### src/pbs_regs.vh
// Register map and field constants for the power budget and switch status slice
`ifndef PBS_REGS_VH
`define PBS_REGS_VH

`define PBS_ADDR_W 12
`define PBS_DATA_W 32

`define PBS_OFF_SELECT 12'h284
`define PBS_OFF_READOUT 12'h288
`define PBS_OFF_ALLOC 12'h28c
`define PBS_OFF_WORD_BASE 12'h300
`define PBS_OFF_WORD_LAST 12'h324
`define PBS_OFF_STATUS 12'h328
`define PBS_OFF_CONTROL 12'h32c

`define PBS_WORD_COUNT 10
`define PBS_WORD_MAX_IDX 8'h09
`define PBS_IDX_W 8

`define PBS_ALLOC_FLAG_BIT 0
`define PBS_CTL_REG_UNLOCK_BIT 3
`define PBS_CTL_VAL_UNLOCK_BIT 4

`define PBS_STS_MODE_LSB 0
`define PBS_STS_DS_BIT 5
`define PBS_STS_US_BIT 6
`define PBS_STS_HALT_BIT 9
`define PBS_STS_LOCK_LSB 20
`define PBS_STS_MARKER_LSB 28

`define PBS_RST_SELECT 8'h00
`define PBS_RST_ALLOC 1'b0
`define PBS_RST_MARKER 4'h0
`define PBS_RST_VAL_UNLOCK 1'b0
`define PBS_RST_REG_UNLOCK 1'b1

`define PBS_RESP_OKAY 2'b00
`define PBS_RESP_SLVERR 2'b10

`endif

### src/pbs_regs.v
// Power budget capability and switch status register slice with an AXI4-Lite slave
//
// Function
// - Select register bits 7:0 hold read-write budget index, reset zero.
// - Index above 9 makes the readout register return all zeros.
// - Readout register is read-only, returns selected budget word or zero.
// - Allocation bit 0 is sticky, lock-protected system allocated flag, reset zero.
// - Budget words written only while budget value unlock is set.
// - Ten sticky 32-bit budget words from 0x300, no reset value forced.
// - Status bits 2:0 report operating select pins; 0 normal, 1 with memory init.
// - Status bit 5 holds downstream shared refclk pin captured at fundamental reset.
// - Status bit 6 holds upstream shared refclk pin captured at fundamental reset.
// - Status bit 9 holds hold in reset pin captured at fundamental reset.
// - Status bits 22:20 report upstream lock owner code.
// - Status bits 31:28 sticky lock-protected marker, reset zero, kept on hot reset.
// - Budget value unlock is switch control bit 4, sticky, lock-protected, reset zero.
// - Lock-protected fields writable only while control bit 3 set; reset sets it.
//
// Local design decision: the AXI4-Lite register port.
`timescale 1ns/1ps
`default_nettype none
`include "pbs_regs.vh"

module pbs_regs (
    // Clock and reset
    input wire clk_sys,
    input wire srst,
    input wire hot_reset,
    // Strap and status pins
    input wire [2:0] operating_select_pins,
    input wire downstream_shared_refclk,
    input wire upstream_shared_refclk,
    input wire hold_in_reset,
    input wire [2:0] upstream_lock_owner,
    // AXI4-Lite write address
    input wire [`PBS_ADDR_W-1:0] s_axi_awaddr,
    input wire [2:0] s_axi_awprot,
    input wire s_axi_awvalid,
    output reg s_axi_awready,
    // AXI4-Lite write data
    input wire [`PBS_DATA_W-1:0] s_axi_wdata,
    input wire [3:0] s_axi_wstrb,
    input wire s_axi_wvalid,
    output reg s_axi_wready,
    // AXI4-Lite write response
    output reg [1:0] s_axi_bresp,
    output reg s_axi_bvalid,
    input wire s_axi_bready,
    // AXI4-Lite read address
    input wire [`PBS_ADDR_W-1:0] s_axi_araddr,
    input wire [2:0] s_axi_arprot,
    input wire s_axi_arvalid,
    output reg s_axi_arready,
    // AXI4-Lite read data
    output reg [`PBS_DATA_W-1:0] s_axi_rdata,
    output reg [1:0] s_axi_rresp,
    output reg s_axi_rvalid,
    input wire s_axi_rready
);

    // Register state
    reg [`PBS_IDX_W-1:0] budget_index_q;
    reg system_allocated_flag_q;
    reg [3:0] marker_q;
    reg register_write_unlock_q;
    reg budget_value_write_unlock_q;
    reg [2:0] lock_owner_q;
    reg [31:0] budget_word [0:`PBS_WORD_COUNT-1];

    // Strap capture
    reg [5:0] pin_s1_q;
    reg [5:0] pin_s2_q;
    reg [5:0] pin_s3_q;
    reg strap_pending_q;
    reg [2:0] op_mode_q;
    reg ds_refclk_q;
    reg us_refclk_q;
    reg halt_q;

    // Write channel holding
    reg [`PBS_ADDR_W-1:0] waddr_q;
    reg [31:0] wdata_q;
    reg [3:0] wstrb_q;
    reg aw_held_q;
    reg w_held_q;

    wire do_write;
    wire [3:0] wword;
    wire word_we;

    function addr_mapped;
        input [`PBS_ADDR_W-1:0] a;
        begin
            addr_mapped = (a[1:0] == 2'b00) &&
                ((a == `PBS_OFF_SELECT) || (a == `PBS_OFF_READOUT) || (a == `PBS_OFF_ALLOC) ||
                 (a == `PBS_OFF_STATUS) || (a == `PBS_OFF_CONTROL) ||
                 ((a >= `PBS_OFF_WORD_BASE) && (a <= `PBS_OFF_WORD_LAST)));
        end
    endfunction

    function [3:0] word_slot;
        input [`PBS_ADDR_W-1:0] a;
        reg [`PBS_ADDR_W-1:0] diff;
        begin
            diff = a - `PBS_OFF_WORD_BASE;
            word_slot = diff[5:2];
        end
    endfunction

    function is_word;
        input [`PBS_ADDR_W-1:0] a;
        begin
            is_word = (a[1:0] == 2'b00) && (a >= `PBS_OFF_WORD_BASE) && (a <= `PBS_OFF_WORD_LAST);
        end
    endfunction

    function [31:0] merge;
        input [31:0] old_v;
        input [31:0] new_v;
        input [3:0] strb;
        integer i;
        begin
            merge = old_v;
            for (i = 0; i < 4; i = i + 1) begin
                if (strb[i]) begin
                    merge[i*8 +: 8] = new_v[i*8 +: 8];
                end
            end
        end
    endfunction

    function [31:0] read_value;
        input [`PBS_ADDR_W-1:0] a;
        begin
            read_value = 32'h0000_0000;
            if (a == `PBS_OFF_SELECT) begin
                read_value = {24'h00_0000, budget_index_q};
            end else if (a == `PBS_OFF_READOUT) begin
                if (budget_index_q <= `PBS_WORD_MAX_IDX) begin
                    read_value = budget_word[budget_index_q[3:0]];
                end else begin
                    read_value = 32'h0000_0000;
                end
            end else if (a == `PBS_OFF_ALLOC) begin
                read_value = {31'h0000_0000, system_allocated_flag_q};
            end else if (is_word(a)) begin
                read_value = budget_word[word_slot(a)];
            end else if (a == `PBS_OFF_STATUS) begin
                read_value = {marker_q, 5'h00, lock_owner_q, 10'h000, halt_q, 2'b00,
                              us_refclk_q, ds_refclk_q, 2'b00, op_mode_q};
            end else if (a == `PBS_OFF_CONTROL) begin
                read_value = {27'h000_0000, budget_value_write_unlock_q, register_write_unlock_q, 3'b000};
            end
        end
    endfunction

    // Pin synchronisers; only the second and third stages are compared
    always @(posedge clk_sys) begin
        pin_s1_q <= {hold_in_reset, upstream_shared_refclk, downstream_shared_refclk, operating_select_pins};
        pin_s2_q <= pin_s1_q;
        pin_s3_q <= pin_s2_q;
    end

    // Straps are caught once after fundamental reset, when the pins have settled
    // Hot reset never resamples them; a strap change needs a fundamental reset
    always @(posedge clk_sys) begin
        if (srst) begin
            strap_pending_q <= 1'b1;
            op_mode_q <= 3'h0;
            ds_refclk_q <= 1'b0;
            us_refclk_q <= 1'b0;
            halt_q <= 1'b0;
        end else if (strap_pending_q && (pin_s2_q == pin_s3_q)) begin
            strap_pending_q <= 1'b0;
            op_mode_q <= pin_s3_q[2:0];
            ds_refclk_q <= pin_s3_q[3];
            us_refclk_q <= pin_s3_q[4];
            halt_q <= pin_s3_q[5];
        end
    end

    // Lock owner comes from core logic on this clock
    always @(posedge clk_sys) begin
        if (srst) begin
            lock_owner_q <= 3'h0;
        end else begin
            lock_owner_q <= upstream_lock_owner;
        end
    end

    assign do_write = aw_held_q && w_held_q && !s_axi_bvalid;
    assign wword = word_slot(waddr_q);
    // Words are lock-protected too, so the value unlock alone does not open a sealed slice
    assign word_we = do_write && is_word(waddr_q) && register_write_unlock_q && budget_value_write_unlock_q;

    // Write address and data are taken independently and held until the response
    always @(posedge clk_sys) begin
        if (srst) begin
            s_axi_awready <= 1'b1;
            s_axi_wready <= 1'b1;
            aw_held_q <= 1'b0;
            w_held_q <= 1'b0;
            waddr_q <= {`PBS_ADDR_W{1'b0}};
            wdata_q <= 32'h0000_0000;
            wstrb_q <= 4'h0;
            s_axi_bvalid <= 1'b0;
            s_axi_bresp <= `PBS_RESP_OKAY;
        end else begin
            if (s_axi_awvalid && s_axi_awready) begin
                waddr_q <= s_axi_awaddr;
                aw_held_q <= 1'b1;
                s_axi_awready <= 1'b0;
            end
            if (s_axi_wvalid && s_axi_wready) begin
                wdata_q <= s_axi_wdata;
                wstrb_q <= s_axi_wstrb;
                w_held_q <= 1'b1;
                s_axi_wready <= 1'b0;
            end
            if (do_write) begin
                aw_held_q <= 1'b0;
                w_held_q <= 1'b0;
                s_axi_bvalid <= 1'b1;
                s_axi_bresp <= addr_mapped(waddr_q) ? `PBS_RESP_OKAY : `PBS_RESP_SLVERR;
            end
            if (s_axi_bvalid && s_axi_bready) begin
                s_axi_bvalid <= 1'b0;
                s_axi_awready <= 1'b1;
                s_axi_wready <= 1'b1;
            end
        end
    end

    // Index is not sticky: both resets clear it
    always @(posedge clk_sys) begin
        if (srst || hot_reset) begin
            budget_index_q <= `PBS_RST_SELECT;
        end else if (do_write && (waddr_q == `PBS_OFF_SELECT) && wstrb_q[0]) begin
            budget_index_q <= wdata_q[7:0];
        end
    end

    // Sticky fields: only fundamental reset clears them, hot reset leaves them
    always @(posedge clk_sys) begin
        if (srst) begin
            system_allocated_flag_q <= `PBS_RST_ALLOC;
            marker_q <= `PBS_RST_MARKER;
            budget_value_write_unlock_q <= `PBS_RST_VAL_UNLOCK;
        end else if (do_write && register_write_unlock_q) begin
            if ((waddr_q == `PBS_OFF_ALLOC) && wstrb_q[0]) begin
                system_allocated_flag_q <= wdata_q[`PBS_ALLOC_FLAG_BIT];
            end
            if ((waddr_q == `PBS_OFF_STATUS) && wstrb_q[3]) begin
                marker_q <= wdata_q[31:`PBS_STS_MARKER_LSB];
            end
            if ((waddr_q == `PBS_OFF_CONTROL) && wstrb_q[0]) begin
                budget_value_write_unlock_q <= wdata_q[`PBS_CTL_VAL_UNLOCK_BIT];
            end
        end
    end

    // Reset operation opens the locked fields so the loader can fill them
    always @(posedge clk_sys) begin
        if (srst || hot_reset) begin
            register_write_unlock_q <= `PBS_RST_REG_UNLOCK;
        end else if (do_write && (waddr_q == `PBS_OFF_CONTROL) && wstrb_q[0]) begin
            register_write_unlock_q <= wdata_q[`PBS_CTL_REG_UNLOCK_BIT];
        end
    end

    // Budget words carry no reset so their content survives every reset
    always @(posedge clk_sys) begin
        if (!srst && word_we) begin
            budget_word[wword] <= merge(budget_word[wword], wdata_q, wstrb_q);
        end
    end

    // Read channel: one read outstanding, data sampled at the address handshake
    always @(posedge clk_sys) begin
        if (srst) begin
            s_axi_arready <= 1'b1;
            s_axi_rvalid <= 1'b0;
            s_axi_rdata <= 32'h0000_0000;
            s_axi_rresp <= `PBS_RESP_OKAY;
        end else begin
            if (s_axi_arvalid && s_axi_arready) begin
                s_axi_arready <= 1'b0;
                s_axi_rvalid <= 1'b1;
                s_axi_rdata <= read_value(s_axi_araddr);
                s_axi_rresp <= addr_mapped(s_axi_araddr) ? `PBS_RESP_OKAY : `PBS_RESP_SLVERR;
            end
            if (s_axi_rvalid && s_axi_rready) begin
                s_axi_rvalid <= 1'b0;
                s_axi_arready <= 1'b1;
            end
        end
    end

endmodule

`default_nettype wire

### config.mk
export PLATFORM = sky130hd
export DESIGN_NAME = pbs_regs
export DESIGN_NICKNAME = d
export VERILOG_FILES = /design/src/pbs_regs.v
export VERILOG_INCLUDE_DIRS = /design/src
export SDC_FILE = /design/constraint.sdc
export NUM_CORES = 1
export LEC_CHECK = 0
export BUFFER_PORTS_ARGS = -buffer_cell sky130_fd_sc_hd__clkbuf_2
export CAP_MARGIN = 10
export CORE_ASPECT_RATIO = 2
export CORE_MARGIN = 2
export CORE_UTILIZATION = 60
export DETAILED_ROUTE_END_ITERATION = 10
export GPL_ROUTABILITY_DRIVEN = 0
export HOLD_SLACK_MARGIN = 0.03
export PLACE_DENSITY = 0.79
export SYNTH_ARGS = -nofsm -noshare
export SYNTH_HDL_FRONTEND = slang
export SYNTH_SLANG_ARGS = --single-unit
### constraint.sdc
create_clock -name clk_sys -period 3.25 [get_ports clk_sys]
set_clock_uncertainty 0.05 [all_clocks]
set_input_delay 0.325 -clock clk_sys [delete_from_list [all_inputs] [get_ports clk_sys]]
set_output_delay 0.325 -clock clk_sys [all_outputs]
set_load 0.05 [all_outputs]
==> results.py <==
metrics = {
    "synth": {
        "syn_inst": 1475,
        "synth_seq_area_share": 0.615,
        "synth_enable_flop_cells": 320,
        "synth_warnings": 0,
        "ys_seq_elements": 456,
        "netlist_area_um2": 20000,
        "async_reset_ff_frac": 0,
        "synth-main-ff-cell": "edfxtp_1",
        "syn_area_per_cell_um2": 13.6,
        "synth_cell_types": 56,
    },
    "power_and_ir_drop": {
        "vdd_drop_max_uv": 556,
        "combPwrFrac": 0.052,
        "p_sw_mw": 2.50,
        "total_power_mw": 11.6,
        "power_density_nw_per_um2": 499,
        "intPower_mw": 9.11,
        "p_leak_nw": 8.12,
        "p_seq_frac": 0.549,
        "switching_share": 0.215,
        "clkPwrFrac": 0.399,
    },
    "routing": {
        "dr.pass1.iters": 6,
        "via_per_inst": 6.53,
        "drt-total-wl_mm": 56.5,
        "via_count": 14000,
        "first_iter_violations": 1296,
        "ant_nets": 0,
        "drcViolationCount": 0,
        "post_drt_wl_per_cell_um": 26.4,
    },
    "floorplanning": {
        "die_x_um": 133,
        "io_pins": 124,
        "core_um2": 32900,
        "rows": 94,
        "die_area_um2": 35000,
        "die_h_um": 263,
        "start_util": 0.609,
    },
    "timing": {
        "setup-violations-final": 0,
        "rsz0062_at_grt": "no",
        "worstMarginPinSlew_ns": 0.954,
        "fin_crit_ns": 2.98,
        "max_slew_margin": 0.364,
        "finalCritPeriodShare": 0.917,
        "clock.fmax_mhz": 336,
        "fin_tns_setup_ns": 0,
        "slew_viol_final": 0,
        "fin_ws_ns": 0.270,
        "finalHoldViolCount": 0,
    },
    "placement": {
        "dp_hpwl_mm": 38.2,
        "post_dp_cell_area_um2": 21400,
        "dp.cells": 2007,
        "place_ws_ns": 0.323,
        "io_buffers": 115,
    },
    "setup_path": {
        "cpLargestDelayFamily": "simple AND/OR/NAND/NOR gates",
        "worst-endpoint-arrival_ns": 3.16,
        "critPathCaptureType": "register",
        "critical_path_class": "register to register",
        "critPathBufInv": 1,
        "cpMaxStageDelayCell": "nor4b_4",
        "start_kind": "register",
        "path_cells": "nor4b_1 -> nand3b_1 -> or3_1 -> nor4b_4 -> nand2_2 -> nor2_1 -> buf_4",
        "path_max_fanout": 10,
        "crit_path_max_incr_delay_ns": 0.50,
        "cp.required_ns": 3.43,
    },
    "global_route": {
        "grtUsageTotal": 0.329,
        "grt_max_degree": 47,
        "grt_pass1_vias": 14500,
        "overflow": 0,
        "grt_pass1_wl_mm": 85.0,
        "antenna_found_initial": 0,
    },
    "cts": {
        "post_cts_buffers": 0,
        "path_clk_slew_ns": 0.07,
        "clkLatencyLatePin_ns": 0.55,
        "clockBufferDepth": 3,
        "numCtsBuffers": 38,
        "cts_tree": "yes",
        "htree_levels": 2,
        "clock-sinks": 456,
        "cts-root-buf": "clkbuf_16",
    },
    "final_layout": {
        "fin_cells": 2140,
        "syn2layout_area_growth_pct": 16.2,
        "fin_area_um2": 23300,
        "nets": 1763,
        "layout-drive-gt1-share": 0.235,
        "num_antenna_cells": 0,
    },
    "run": {
        "max_cap_viol_count": 0,
    },
    "hold_path": {
        "hp-class": "input pin to register",
    },
    "run_status": {
        "status": "completed",
    },
}
==> cells in the mapped netlist (4+ instances only) <==
cell,count,area (µm²)
buf_4,5,37.5
nand2_2,4,25.0
o32ai_1,7,61.3
mux2i_1,100,1000
buf_1,9,33.8
inv_1,7,26.3
nand4_1,4,25.0
or2_2,6,37.5
a211oi_1,46,345
nand3_1,24,120
buf_2,30,150
or3_1,5,31.3
edfxtp_1,320,9610
a21oi_1,108,541
a2111oi_0,5,43.8
o21a_1,4,30.0
xor2_1,4,35.0
nand2_1,234,878
nand2b_1,7,43.8
o21ai_0,39,195
nor2b_1,33,206
clkbuf_1,51,191
dfxtp_1,136,2720
nor2_1,94,353
nor3b_1,5,37.5
nor3_1,5,25.0
mux4_2,119,2680
mux2_2,6,67.6
and2_1,10,62.6
==> area by class of cell <==
type                       count  area, µm²
clock buffer                  54       1090
clock inverter                14        151
fill                        2092       9630
inverter                       7       26.3
multi-input combinational    918       7290
sequential                   456      12300
tap                          432        541
timing repair buffer         259       1850
==> worst register-to-register path, delay by kind of cell (launching register included) <==
family | cells | cell delay [ns]
simple gates | 6 | 2.04
flops | 1 | 0.33
buf+inv | 1 | 0.24
==> power by group through the flow <==
stage | Sequential (mW) | Combinational (mW) | Clock (mW)
6_report | 6.38 | 0.606 | 4.63
5_1_grt | 6.38 | 0.646 | 4.85
4_1_cts | 6.37 | 0.590 | 4.67
3_5_place_dp | 6.50 | 0.523 | 0
3_3_place_gp | 6.49 | 0.513 | 0
2_1_floorplan | 6.47 | 0.329 | 0
==> stage by stage <==
stage,hold slack (ns),utilization
finish,0.171,0.707
detailed placement,0.265,0.650
CTS,0.116,0.707
global placement,0.263,0.650
floorplan,0.260,-
global route,0.181,0.707
==> worst paths after layout <==
kind	startpoint	end	slack [ns]	cells past startpoint
min reg2reg	pin_s1_q[4]$_DFF_P_	pin_s2_q[4]$_DFF_P_	0.28	0
max reg2reg	waddr_q[6]$_SDFFE_PP0P_	budget_word[7][13]$_DFFE_PP_	0.27	7
max	waddr_q[6]$_SDFFE_PP0P_	budget_word[7][13]$_DFFE_PP_	0.27	7
min	s_axi_arvalid	s_axi_rresp[1]$_SDFFE_PP0P_	0.17	3
==> repair_timing <==
| item | 4_1_cts | 5_1_grt |
|---|---|---|
| hold buffers | 65 | 0 |
| hold endpoints to repair | 63 | 0 |
| resized for setup | 0 | 0 |
==> flip-flops by register name, summed over array words and instances, names as in the netlist, 3 cells and up, named ones only <==
signal	count
budget_index_q	8
budget_word	320
lock_owner_q	3
marker_q	4
op_mode_q	3
pin_s1_q	6
pin_s2_q	6
pin_s3_q	6
s_axi_rdata	32
waddr_q	12
wdata_q	32
wstrb_q	4
==> cell usage in the layout, fill, tap and decap left out, types with 9 or more instances in the layout <==
master and instances:
clkbuf_2 113, dlygate4sd3_1 65, clkbuf_16 40, a21oi_1 107, and2_1 9, dfxtp_1 133, nand2_1 234, buf_4 78
a211oi_1 46, mux4_2 119, nor2_1 94, o21ai_0 39, nand3_1 24, mux2i_1 100, nor2b_1 33, clkbuf_1 9
edfxtp_1 320
==> cells by family after synthesis <==
| group | Yosys count | share of synthesized area |
|---|---|---|
| buf+inv | 102 | 0.0219 |
| mux | 225 | 0.187 |
| xor+xnor | 6 | 0.00262 |
| compound gates | 235 | 0.0711 |
| flops | 456 | 0.615 |
| other cells | 1 | 0.000187 |
| simple gates | 450 | 0.102 |
==> per-layer routing <==
| metal | vias to the layer above | part of all wire | GRT usage |
|---|---|---|---|
| li1 | 5999 | - | - |
| met1 | 6830 | 0.30 | 0.341 |
| met3 | 281 | 0.075 | 0.0482 |
| met5 | - | 0 | 0 |
| met2 | 868 | 0.53 | 0.591 |
| met4 | 0 | 0.092 | 0.245 |
Note: power is estimated with default switching activity, not from simulation.
